`src/rx_delim_pkg.sv`:
```
`default_nettype none
package rx_delim_pkg;
   // Slots and format geometry
   localparam int NSLOT = 2;
   localparam int SLOT_W = 1;
   localparam int FMT_DEPTH = 16;
   localparam int SD_MAX = 5;

   // Kind of one format entry, one entry per received byte
   typedef enum logic [1:0] {
      K_DATA = 2'h0,
      K_CONST = 2'h1,
      K_SKIP = 2'h2,
      K_BCC = 2'h3
   } fmt_kind_t;

   // Receive status codes
   localparam logic [7:0] ST_IDLE = 8'h00;
   localparam logic [7:0] ST_DUP = 8'h05;
   localparam logic [7:0] ST_SD_MISS = 8'h07;
   localparam logic [7:0] ST_TIMEOUT = 8'h0b;
   localparam logic [7:0] ST_WAIT = 8'h20;
   localparam logic [7:0] ST_DONE = 8'h40;
   localparam logic [7:0] ST_DONE_VERR = 8'h4a;

   // Register offsets
   localparam logic [11:0] OFF_CTRL = 12'h000;
   localparam logic [11:0] OFF_TIMEOUT = 12'h004;
   localparam logic [11:0] OFF_STATUS = 12'h010;
   localparam logic [11:0] OFF_CFG = 12'h020;
   localparam logic [11:0] OFF_FMT = 12'h100;
   localparam logic [11:0] FMT_STRIDE = 12'h040;

   // Field positions
   localparam int CTRL_LAUNCH_LSB = 0;
   localparam int CTRL_CANCEL_LSB = 4;
   localparam int CTRL_BUSY_BIT = 8;
   localparam int CFG_ED_EN_BIT = 0;
   localparam int CFG_LEN_LSB = 8;
   localparam int FMT_KIND_LSB = 8;

   // Register select codes
   localparam logic [2:0] SEL_NONE = 3'h0;
   localparam logic [2:0] SEL_CTRL = 3'h1;
   localparam logic [2:0] SEL_TMO = 3'h2;
   localparam logic [2:0] SEL_STAT = 3'h3;
   localparam logic [2:0] SEL_CFG = 3'h4;
   localparam logic [2:0] SEL_FMT = 3'h5;

   // Character interval timeout
   localparam int CLK_MHZ = 125;
   localparam int GAP_TIMEOUT_US = 500;
   localparam logic [23:0] GAP_TIMEOUT_CYC = 24'(GAP_TIMEOUT_US * CLK_MHZ);
endpackage
`default_nettype wire

```
`src/sd_overlap_check.sv`:
```
`timescale 1ns/1ps
`default_nettype none
module sd_overlap_check
   import rx_delim_pkg::*;
(
   input wire logic [SD_MAX*8-1:0] sd_a, // Start delimiter bytes, first at bit 0
   input wire logic [2:0] len_a, // Its length, 0 when none
   input wire logic [SD_MAX*8-1:0] sd_b, // Second start delimiter
   input wire logic [2:0] len_b, // Its length
   output logic same // Delimiters count as equal
);
   logic [2:0] short_len;

   // Compare only as many bytes as the shorter one holds
   always_comb
   begin
      short_len = (len_a < len_b) ? len_a : len_b;
      same = (len_a != 3'h0) && (len_b != 3'h0);
      for (int i = 0; i < SD_MAX; i++)
      begin
         if (3'(i) < short_len && sd_a[i*8 +: 8] != sd_b[i*8 +: 8])
         begin
            same = 1'b0;
         end
      end
   end
endmodule
`default_nettype wire

```
`src/char_gap_timer.sv`:
```
`timescale 1ns/1ps
`default_nettype none
module char_gap_timer (
   input wire logic pclk, // System clock
   input wire logic presetn, // Async reset, active low
   input wire logic run, // A frame is in progress
   input wire logic restart, // A character arrived
   input wire logic [23:0] limit, // Timeout in cycles
   output logic expired // One-cycle timeout pulse
);
   logic [23:0] cnt_r;
   logic armed_r;

   // Interval counter, restarted by every character
   always_ff @(posedge pclk or negedge presetn)
   begin
      if (!presetn)
      begin
         cnt_r <= 24'h000000;
         armed_r <= 1'b0;
      end
      else if (restart)
      begin
         cnt_r <= 24'h000000;
         armed_r <= 1'b1;
      end
      else if (!run || expired)
      begin
         armed_r <= 1'b0;
      end
      else if (armed_r)
      begin
         cnt_r <= cnt_r + 24'h000001;
      end
   end

   assign expired = armed_r && run && !restart && (cnt_r + 24'h000001 >= limit);
endmodule
`default_nettype wire

```
`src/serial_receive_frame_delimiter.sv`:
```
// How it works
// - Up to five leading constants form start delimiter
// - Operations may run without any start delimiter
// - Duplicate start delimiter: second gets 5, cancelled
// - Shorter delimiter matching longer's head counts equal
// - Partial start delimiter match drops the frame
// - Gap timer runs from first byte; timeout gives 11
// - Constants after data, skip or check excluded
// - Other constants are compared against received bytes
// - Launch of an inactive operation sets status 32, or 5 if duplicate
// - End delimiter: one constant byte, placed last or just before a final check byte
// - End delimiter byte ends frame data early
// - No end delimiter: finish on format byte count
// - Interval timeout ends reception in every mode
// - End delimiter not stored; later bytes dropped
// - Check byte after end delimiter taken, not stored
// - Any number of verification constants, result in status
// - Clean completion shows status 64
// - Verification mismatch completes with status 74
// - Start delimiter mismatch records 7, keeps waiting
// - Start delimiter bytes are never stored
`timescale 1ns/1ps
`default_nettype none
module serial_receive_frame_delimiter #(
   parameter logic [23:0] TIMEOUT_CYCLES = rx_delim_pkg::GAP_TIMEOUT_CYC
) (
   input wire logic pclk, // System clock
   input wire logic presetn, // Async reset, active low
   input wire logic psel, // APB select
   input wire logic penable, // APB access phase
   input wire logic pwrite, // APB write
   input wire logic [11:0] paddr, // APB byte address
   input wire logic [31:0] pwdata, // APB write data
   output logic [31:0] prdata, // APB read data
   output logic pready, // APB ready
   output logic pslverr, // APB error on unmapped address
   input wire logic rx_valid, // Received byte strobe
   input wire logic [7:0] rx_data, // Received byte
   output logic store_valid, // Data byte for a data register
   output logic [rx_delim_pkg::SLOT_W-1:0] store_slot, // Operation owning it
   output logic [4:0] store_index, // Format position of the byte
   output logic [7:0] store_data, // The byte itself
   output logic [rx_delim_pkg::NSLOT-1:0] op_done // Completion pulse per operation
);
   import rx_delim_pkg::*;

   typedef enum logic [4:0] {
      S_IDLE = 5'b00001,
      S_HUNT = 5'b00010,
      S_BODY = 5'b00100,
      S_TAIL = 5'b01000,
      S_DRAIN = 5'b10000
   } eng_state_t;

   // Configuration and per-operation state
   logic [NSLOT-1:0][FMT_DEPTH-1:0][9:0] fmt_r;
   logic [NSLOT-1:0][4:0] flen_r;
   logic [NSLOT-1:0] ed_en_r;
   logic [NSLOT-1:0] active_r;
   logic [NSLOT-1:0][7:0] status_r;
   logic [23:0] timeout_r;
   logic [31:0] prdata_r;

   // Derived per-operation format facts
   logic [NSLOT-1:0][4:0] ed_pos;
   logic [NSLOT-1:0][4:0] body_end;
   logic [NSLOT-1:0][2:0] sd_len;
   logic [NSLOT-1:0][SD_MAX*8-1:0] sd_bytes;
   logic [NSLOT-1:0] bcc_after;
   logic [NSLOT-1:0] has_sd;

   // Engine
   eng_state_t state_r, state_nxt;
   logic [SLOT_W-1:0] owner_r, owner_nxt;
   logic [4:0] pos_r, pos_nxt;
   logic [NSLOT-1:0] mask_r, mask_nxt;
   logic [2:0] hidx_r, hidx_nxt;
   logic verr_r, verr_nxt;
   logic [NSLOT-1:0] fin_mask, tmo_mask, miss_mask, own_oh;
   logic take_body, tmo;

   // Byte step signals
   logic [SLOT_W-1:0] cur_slot;
   logic [4:0] cur_pos, nxt_pos;
   logic [9:0] entry;
   logic hit_ed, step_store, step_verr, step_tail, step_fin;

   // Start delimiter hunt signals
   logic [NSLOT-1:0] cand, still, complete;
   logic [2:0] hidx;
   logic [SLOT_W-1:0] done_slot, nosd_slot;
   logic nosd_any;

   // Bus decode
   logic [2:0] sel;
   logic [SLOT_W-1:0] sel_slot;
   logic wr;
   logic [NSLOT-1:0] launch, cancel, dup;
   logic same_sd;

   function automatic logic [2:0] reg_sel(input logic [11:0] a);
      reg_sel = SEL_NONE;
      if (a == OFF_CTRL)
         reg_sel = SEL_CTRL;
      else if (a == OFF_TIMEOUT)
         reg_sel = SEL_TMO;
      else if (a[11:4] == OFF_STATUS[11:4] && int'(a[3:2]) < NSLOT)
         reg_sel = SEL_STAT;
      else if (a[11:4] == OFF_CFG[11:4] && int'(a[3:2]) < NSLOT)
         reg_sel = SEL_CFG;
      else if (a[11:8] == OFF_FMT[11:8] && int'(a[7:6]) < NSLOT)
         reg_sel = SEL_FMT;
   endfunction

   function automatic logic [1:0] kind_of(input logic [9:0] e);
      kind_of = e[FMT_KIND_LSB +: 2];
   endfunction

   // Format analysis for each operation
   for (genvar s = 0; s < NSLOT; s++)
   begin : g_fmt
      logic [4:0] last;
      logic run;
      always_comb
      begin
         last = flen_r[s] - 5'h01;
         ed_pos[s] = last;
         bcc_after[s] = 1'b0;
         if (flen_r[s] > 5'h01 && kind_of(fmt_r[s][last[3:0]]) == K_BCC
             && kind_of(fmt_r[s][last[3:0] - 4'h1]) == K_CONST)
         begin
            ed_pos[s] = last - 5'h01;
            bcc_after[s] = ed_en_r[s];
         end
         body_end[s] = ed_en_r[s] ? ed_pos[s] : flen_r[s];
         sd_len[s] = 3'h0;
         run = 1'b1;
         for (int i = 0; i < SD_MAX; i++)
         begin
            sd_bytes[s][i*8 +: 8] = fmt_r[s][i][7:0];
            if (run && 5'(i) < body_end[s] && kind_of(fmt_r[s][i]) == K_CONST)
               sd_len[s] = sd_len[s] + 3'h1;
            else
               run = 1'b0;
         end
         has_sd[s] = sd_len[s] != 3'h0;
      end
   end

   sd_overlap_check u_overlap (
      .sd_a(sd_bytes[0]),
      .len_a(sd_len[0]),
      .sd_b(sd_bytes[1]),
      .len_b(sd_len[1]),
      .same(same_sd)
   );

   char_gap_timer u_gap (
      .pclk(pclk),
      .presetn(presetn),
      .run(state_r != S_IDLE),
      .restart(rx_valid),
      .limit(timeout_r),
      .expired(tmo)
   );

   // Bus decode and launch commands
   assign sel = reg_sel(paddr);
   assign sel_slot = (sel == SEL_FMT) ? paddr[6 +: SLOT_W] : paddr[2 +: SLOT_W];
   assign wr = psel && penable && pwrite && sel != SEL_NONE;
   assign launch = (wr && sel == SEL_CTRL) ? pwdata[CTRL_LAUNCH_LSB +: NSLOT] : '0;
   assign cancel = (wr && sel == SEL_CTRL) ? pwdata[CTRL_CANCEL_LSB +: NSLOT] : '0;
   assign dup[0] = same_sd && active_r[1];
   assign dup[1] = same_sd && (active_r[0] || launch[0]);
   assign pready = 1'b1;
   assign pslverr = psel && penable && sel == SEL_NONE;
   assign prdata = prdata_r;

   // Configuration writes
   always_ff @(posedge pclk or negedge presetn)
   begin
      if (!presetn)
      begin
         fmt_r <= '0;
         flen_r <= '0;
         ed_en_r <= '0;
         timeout_r <= TIMEOUT_CYCLES;
      end
      else if (wr)
      begin
         if (sel == SEL_FMT)
            fmt_r[sel_slot][paddr[5:2]] <= pwdata[9:0];
         if (sel == SEL_CFG)
         begin
            flen_r[sel_slot] <= pwdata[CFG_LEN_LSB +: 5];
            ed_en_r[sel_slot] <= pwdata[CFG_ED_EN_BIT];
         end
         if (sel == SEL_TMO)
            timeout_r <= pwdata[23:0];
      end
   end

   // Read data captured in the setup cycle
   always_ff @(posedge pclk or negedge presetn)
   begin
      if (!presetn)
         prdata_r <= 32'h00000000;
      else if (psel && !penable)
      begin
         prdata_r <= 32'h00000000;
         unique case (sel)
            SEL_CTRL: prdata_r <= {23'h000000, state_r != S_IDLE, 6'h00, active_r};
            SEL_TMO: prdata_r <= {8'h00, timeout_r};
            SEL_STAT: prdata_r <= {24'h000000, status_r[sel_slot]};
            SEL_CFG: prdata_r <= {19'h00000, flen_r[sel_slot], 7'h00, ed_en_r[sel_slot]};
            SEL_FMT: prdata_r <= {22'h000000, fmt_r[sel_slot][paddr[5:2]]};
            default: prdata_r <= 32'h00000000;
         endcase
      end
   end

   // Start delimiter hunt and fallback owner
   always_comb
   begin
      cand = (state_r == S_IDLE) ? (active_r & has_sd) : mask_r;
      hidx = (state_r == S_IDLE) ? 3'h0 : hidx_r;
      done_slot = '0;
      nosd_slot = '0;
      nosd_any = 1'b0;
      for (int s = NSLOT - 1; s >= 0; s--)
      begin
         still[s] = cand[s] && fmt_r[s][hidx][7:0] == rx_data;
         complete[s] = still[s] && (hidx + 3'h1) == sd_len[s];
         if (complete[s])
            done_slot = SLOT_W'(s);
         if (active_r[s] && !has_sd[s])
         begin
            nosd_slot = SLOT_W'(s);
            nosd_any = 1'b1;
         end
      end
   end

   // One byte of frame body against the format
   always_comb
   begin
      cur_slot = (state_r == S_IDLE) ? nosd_slot : owner_r;
      cur_pos = (state_r == S_IDLE) ? 5'h00 : pos_r;
      nxt_pos = cur_pos + 5'h01;
      entry = fmt_r[cur_slot][cur_pos[3:0]];
      hit_ed = ed_en_r[cur_slot] && rx_data == fmt_r[cur_slot][ed_pos[cur_slot][3:0]][7:0];
      step_store = !hit_ed && kind_of(entry) == K_DATA;
      step_verr = !hit_ed && kind_of(entry) == K_CONST && entry[7:0] != rx_data;
      step_tail = hit_ed && bcc_after[cur_slot];
      step_fin = hit_ed ? !bcc_after[cur_slot] : (nxt_pos >= body_end[cur_slot]);
      own_oh = NSLOT'(1) << owner_r;
   end

   // Engine next state
   always_comb
   begin
      state_nxt = state_r;
      owner_nxt = owner_r;
      pos_nxt = pos_r;
      mask_nxt = mask_r;
      hidx_nxt = hidx_r;
      verr_nxt = verr_r;
      fin_mask = '0;
      tmo_mask = '0;
      miss_mask = '0;
      take_body = 1'b0;
      unique case (state_r)
         S_IDLE:
            if (rx_valid)
            begin
               verr_nxt = 1'b0;
               if (|complete)
               begin
                  owner_nxt = done_slot;
                  pos_nxt = {2'h0, sd_len[done_slot]};
                  state_nxt = S_BODY;
               end
               else if (|still)
               begin
                  mask_nxt = still;
                  hidx_nxt = 3'h1;
                  state_nxt = S_HUNT;
               end
               else if (nosd_any)
               begin
                  owner_nxt = nosd_slot;
                  take_body = 1'b1;
               end
               else
               begin
                  miss_mask = cand;
                  state_nxt = S_DRAIN;
               end
            end
         S_HUNT:
            if (tmo)
            begin
               tmo_mask = mask_r;
               state_nxt = S_IDLE;
            end
            else if (rx_valid)
            begin
               if (|complete)
               begin
                  owner_nxt = done_slot;
                  pos_nxt = {2'h0, sd_len[done_slot]};
                  state_nxt = S_BODY;
               end
               else if (|still)
               begin
                  mask_nxt = still;
                  hidx_nxt = hidx_r + 3'h1;
               end
               else
               begin
                  miss_mask = mask_r;
                  state_nxt = S_DRAIN;
               end
            end
         S_BODY:
            if (tmo)
            begin
               tmo_mask = own_oh;
               state_nxt = S_IDLE;
            end
            else if (rx_valid)
               take_body = 1'b1;
         S_TAIL:
            if (tmo)
            begin
               tmo_mask = own_oh;
               state_nxt = S_IDLE;
            end
            else if (rx_valid)
            begin
               fin_mask = own_oh;
               state_nxt = S_DRAIN;
            end
         S_DRAIN:
            if (tmo)
               state_nxt = S_IDLE;
         default:
            state_nxt = S_IDLE;
      endcase
      if (take_body)
      begin
         verr_nxt = verr_nxt | step_verr;
         pos_nxt = nxt_pos;
         if (step_tail)
            state_nxt = S_TAIL;
         else if (step_fin)
         begin
            fin_mask = NSLOT'(1) << cur_slot;
            state_nxt = S_DRAIN;
         end
         else
            state_nxt = S_BODY;
      end
   end

   // Engine registers
   always_ff @(posedge pclk or negedge presetn)
   begin
      if (!presetn)
      begin
         state_r <= S_IDLE;
         owner_r <= '0;
         pos_r <= 5'h00;
         mask_r <= '0;
         hidx_r <= 3'h0;
         verr_r <= 1'b0;
      end
      else
      begin
         state_r <= state_nxt;
         owner_r <= owner_nxt;
         pos_r <= pos_nxt;
         mask_r <= mask_nxt;
         hidx_r <= hidx_nxt;
         verr_r <= verr_nxt;
      end
   end

   // Store port for data bytes
   always_ff @(posedge pclk or negedge presetn)
   begin
      if (!presetn)
      begin
         store_valid <= 1'b0;
         store_slot <= '0;
         store_index <= 5'h00;
         store_data <= 8'h00;
      end
      else
      begin
         store_valid <= take_body && step_store && active_r[cur_slot];
         if (take_body && step_store)
         begin
            store_slot <= cur_slot;
            store_index <= cur_pos;
            store_data <= rx_data;
         end
      end
   end

   // Status words, activity and completion pulses
   always_ff @(posedge pclk or negedge presetn)
   begin
      if (!presetn)
      begin
         status_r <= '0;
         active_r <= '0;
         op_done <= '0;
      end
      else
      begin
         for (int s = 0; s < NSLOT; s++)
         begin
            op_done[s] <= fin_mask[s] && active_r[s];
            if (fin_mask[s] && active_r[s])
            begin
               status_r[s] <= verr_nxt ? ST_DONE_VERR : ST_DONE;
               active_r[s] <= 1'b0;
            end
            else if (tmo_mask[s] && active_r[s])
            begin
               status_r[s] <= ST_TIMEOUT;
               active_r[s] <= 1'b0;
            end
            else if (miss_mask[s] && active_r[s])
               status_r[s] <= ST_SD_MISS;
            else if (launch[s] && !active_r[s])
            begin
               status_r[s] <= dup[s] ? ST_DUP : ST_WAIT;
               active_r[s] <= !dup[s];
            end
            else if (cancel[s])
               active_r[s] <= 1'b0;
         end
      end
   end
endmodule
`default_nettype wire

```
`config.mk`:
```
export PLATFORM = sky130hd
export DESIGN_NAME = serial_receive_frame_delimiter
export DESIGN_NICKNAME = d
export VERILOG_FILES = /design/src/rx_delim_pkg.sv /design/src/sd_overlap_check.sv /design/src/char_gap_timer.sv /design/src/serial_receive_frame_delimiter.sv
export SDC_FILE = /design/constraint.sdc
export NUM_CORES = 1
export LEC_CHECK = 0
export BUFFER_PORTS_ARGS = -buffer_cell sky130_fd_sc_hd__buf_2
export CAP_MARGIN = 20
export CORE_UTILIZATION = 60
export DETAILED_ROUTE_END_ITERATION = 10
export PLACE_DENSITY = 0.77
export SYNTH_ARGS = -nofsm -noshare
export SYNTH_HDL_FRONTEND = slang
export SYNTH_SLANG_ARGS = --single-unit
```
`constraint.sdc`:
```
create_clock -name pclk -period 12.09 [get_ports pclk]
set_input_delay 0.6045 -clock pclk [delete_from_list [all_inputs] [get_ports pclk]]
set_output_delay 0.6045 -clock pclk [all_outputs]
set_load 0.03 [all_outputs]
```
==> flow_metrics.py <==
metrics = {
    "final_layout": {
        "fin_nets": 3619,
        "mostFrequentLayoutCell": "sky130_fd_sc_hd__nand2_1",
        "most-common-layout-cells": "835 x sky130_fd_sc_hd__nand2_1, 445 x sky130_fd_sc_hd__dfrtp_1, 348 x sky130_fd_sc_hd__mux2_2",
        "sequential_cell_area_mm2": 0.0113,
        "layout-drive-gt1-share_pct": 21.2,
        "area_growth_syn_to_layout_pct": 8.70,
        "filler_cell_count": 4161,
        "final_cell_utilization_of_the_core_pct": 66.1,
        "multi_input_area_mm2": 0.0194,
    },
    "power_and_ir_drop": {
        "pwr_density_cell_mw_per_mm2": 117,
        "leak_nw": 15.2,
        "report.power.total_mw": 4.08,
        "max-vdd-ir-drop_mv": 0.129,
    },
    "timing": {
        "final_max_slew_viol_count": 0,
        "hold_violations": 12,
        "timing.fmax_ghz": 0.0925,
        "fin_hold_ws_ps": -51.0,
        "unrepaired_setup_endpoints_after_global_routing": "false",
        "setup-tns-final_ps": 0,
        "worst_slew_pin_tran_ps": 1290,
        "final-setup-viol-count": 0,
        "fin_skew_ps": 25.5,
        "post_route_fraction_of_the_period_consumed_by_the_critical_path_pct": 89.4,
        "worst_slew_margin_rel_pct": 14.3,
        "min_clock_period_post_route_ps": 10810,
    },
    "place": {
        "port_buffers": 91,
        "dp_hpwl_mm": 80.0,
        "gp_congestion": 1.05,
    },
    "worst_setup_path": {
        "path_max_fanout": 64,
        "start_kind": "flop",
        "critPathCaptureType": "flop",
        "cp_slowest_stage_delay_ps": 690,
        "worst-setup-path-type": "reg -> reg",
        "timing.critical_path.slowest_stage_cell": "sky130_fd_sc_hd__ha_1",
        "required_ps": 12600,
        "worst_ep_arrival_time_ps": 11310,
    },
    "route": {
        "detailedRoute.firstIterationViolations": 4719,
        "ant_nets": 0,
        "route.final.wire_length_mm": 122,
        "drc": 0,
        "firstDrtPassIters": 8,
        "detailroute.via_count": 30500,
        "wire_per_inst_um": 28.8,
        "vias_per_cell": 7.18,
    },
    "floorplanning": {
        "design.portCount": 109,
        "rows": 84,
        "fp.dieW_um": 233,
        "fp.dieArea_mm2": 0.0543,
        "initial_utilization_pct": 60.8,
        "die_h_um": 233,
        "core_mm2": 0.0527,
    },
    "logic_synthesis": {
        "yosys.area.top_type_share_pct": 34.8,
        "yosys.area.top_type": "sky130_fd_sc_hd__dfrtp_1",
        "synth.area.top_cells": "sky130_fd_sc_hd__dfrtp_1 35%, sky130_fd_sc_hd__mux2_2 12%, sky130_fd_sc_hd__nand2_1 9.8%, sky130_fd_sc_hd__mux4_2 5.6%, sky130_fd_sc_hd__nand3_1 5.2%",
        "syn_avg_cell_area_um2": 8.95,
        "synth-async-reset-ratio_pct": 100,
        "post_synth_num_cell_types": 105,
        "synthesis.area_mm2": 0.0320,
        "synth_seq_cells": 453,
        "syn_warnings": 0,
        "netlist_instances": 3577,
        "synth.yosys.seq_area_share_pct": 35.4,
        "synth-edff-count": 0,
        "yosys_most_used_dff": "sky130_fd_sc_hd__dfrtp_1",
    },
    "cts": {
        "ctsHtreeMaxLevel": 2,
        "cts-buffers-inserted": 53,
        "clkTransAtPathRegs_ps": 60,
        "cts-root-to-sink-buffers": 3,
        "cts_setup_buffers": 0,
        "clkSinkCount": 453,
        "post_cts.resized_instances": 0,
        "insertion_delay_ps": 640,
        "clock-root-buffer": "sky130_fd_sc_hd__clkbuf_16",
        "tritoncts": "yes",
        "ctsHoldBuffers": 0,
    },
    "grt": {
        "grt_start_max_net_pins": 178,
        "globalRouteTotalUtil_pct": 45.1,
        "grt_pass1_vias": 28500,
        "grt_ovf": 0,
        "grt_antenna_before_repair": 3,
        "grt_first_pass_wirelength_mm": 182,
    },
    "worst_hold_path": {
        "hold_path.class": "in -> async",
    },
    "status": {
        "violations_in_the_final_reports": "hold timing",
        "run_status": "finished with violations",
    },
    "run": {
        "maxCapViolations": 0,
    },
}
[layer usage]
metal	vias up	track usage, %	wire length (um)
li1	12700	-	-
met4	4	29.7	9970
met2	2380	64.7	50400
met3	652	15.0	17700
met5	-	0	24
met1	14700	57.8	44200
[sequential cells by signal, indices dropped and copies added (netlist names)]
register / count
owner_r: 1
store_data: 8
hidx_r: 3
u_gap.cnt_r: 24
prdata: 24
active_r: 2
pos_r: 5
verr_r: 1
store_valid: 1
timeout_r: 24
fmt_r: 320
u_gap.armed_r: 1
ed_en_r: 2
state_r: 5
store_index: 5
status_r: 12
op_done: 2
flen_r: 10
store_slot: 1
mask_r: 2
[worst paths after layout]
kind	start	to	slack (ps)	cells past startpoint
setup / recovery	flen_r[5]	status_r[3]	1280	35
hold / removal	presetn	store_data[7]	-50	1
setup reg to reg	flen_r[5]	status_r[3]	1280	35
hold reg to reg	prdata[20]	prdata[20]	480	2
max in group asynchronous	presetn	prdata[8]	9970	3
min in group pclk	pwdata[18]	timeout_r[18]	170	3
[Yosys cell counts, types with 25 or more instances]
cell / count
sky130_fd_sc_hd__inv_1: 63
sky130_fd_sc_hd__nand2b_1: 25
sky130_fd_sc_hd__o21ai_0: 83
sky130_fd_sc_hd__a21oi_1: 91
sky130_fd_sc_hd__o211ai_1: 56
sky130_fd_sc_hd__xnor2_1: 62
sky130_fd_sc_hd__clkbuf_1: 194
sky130_fd_sc_hd__buf_1: 47
sky130_fd_sc_hd__ha_1: 51
sky130_fd_sc_hd__a311oi_1: 64
sky130_fd_sc_hd__and3_1: 57
sky130_fd_sc_hd__mux2i_1: 56
sky130_fd_sc_hd__nand2_1: 838
sky130_fd_sc_hd__a31oi_1: 28
sky130_fd_sc_hd__dfrtp_1: 445
sky130_fd_sc_hd__nand4_1: 67
sky130_fd_sc_hd__mux2_2: 348
sky130_fd_sc_hd__xor2_1: 82
sky130_fd_sc_hd__nor2_1: 112
sky130_fd_sc_hd__a32oi_1: 25
sky130_fd_sc_hd__nand3_1: 335
sky130_fd_sc_hd__mux4_2: 79
[cells by family (layout without fill, tap and decap cells)]
kind of cell,count (synthesis),after routing,synth area share (%)
mux,491,491,19.9
simple gates,1565,1565,22.2
fa+ha+maj,51,51,1.99
xor+xnor,149,149,4.23
other cells,2,11,0.0234
flops,453,453,35.4
compound gates,512,512,11.7
buf+inv,354,324,4.56
[power breakdown]
group | total (mW) | internal [mW] | switching (mW)
Clock | 1.73 | 1.02 | 0.703
Combinational | 0.797 | 0.225 | 0.571
Sequential | 1.56 | 1.53 | 0.0205
[stage by stage]
stage / worst slack (ps) / instances / cell area (um2)
2_1_floorplan: 2980 / 3584 / 32100
3_3_place_gp: 1970 / 4135 / 32800
3_5_place_dp: 1680 / 4137 / 32800
4_1_cts: 1640 / 4236 / 34700
5_1_grt: 859 / 4242 / 34800
6_report: 1280 / 4244 / 34800
[final cells by class]
class	count	area share [%]
well taps	688	2.47
multi-input cells	2777	55.8
clock buffers	74	4.33
flip-flops and latches	453	32.6
repair buffers	157	3.07
diodes	2	0.0144
inverters	68	0.737
clock inverters	25	1.01
[critical path, delay by kind of cell (launching register included)]
kind,cells,cell delay (ps)
and+or+nand+nor,10,2290
DFF,1,320
AOI/OAI and AO/OA,10,3180
xor gates and xnor gates,3,530
adders and majority gates,4,1490
buffers and inverters,5,1880
muxes,3,950
No activity file was read; power rests on OpenSTA's default activity.
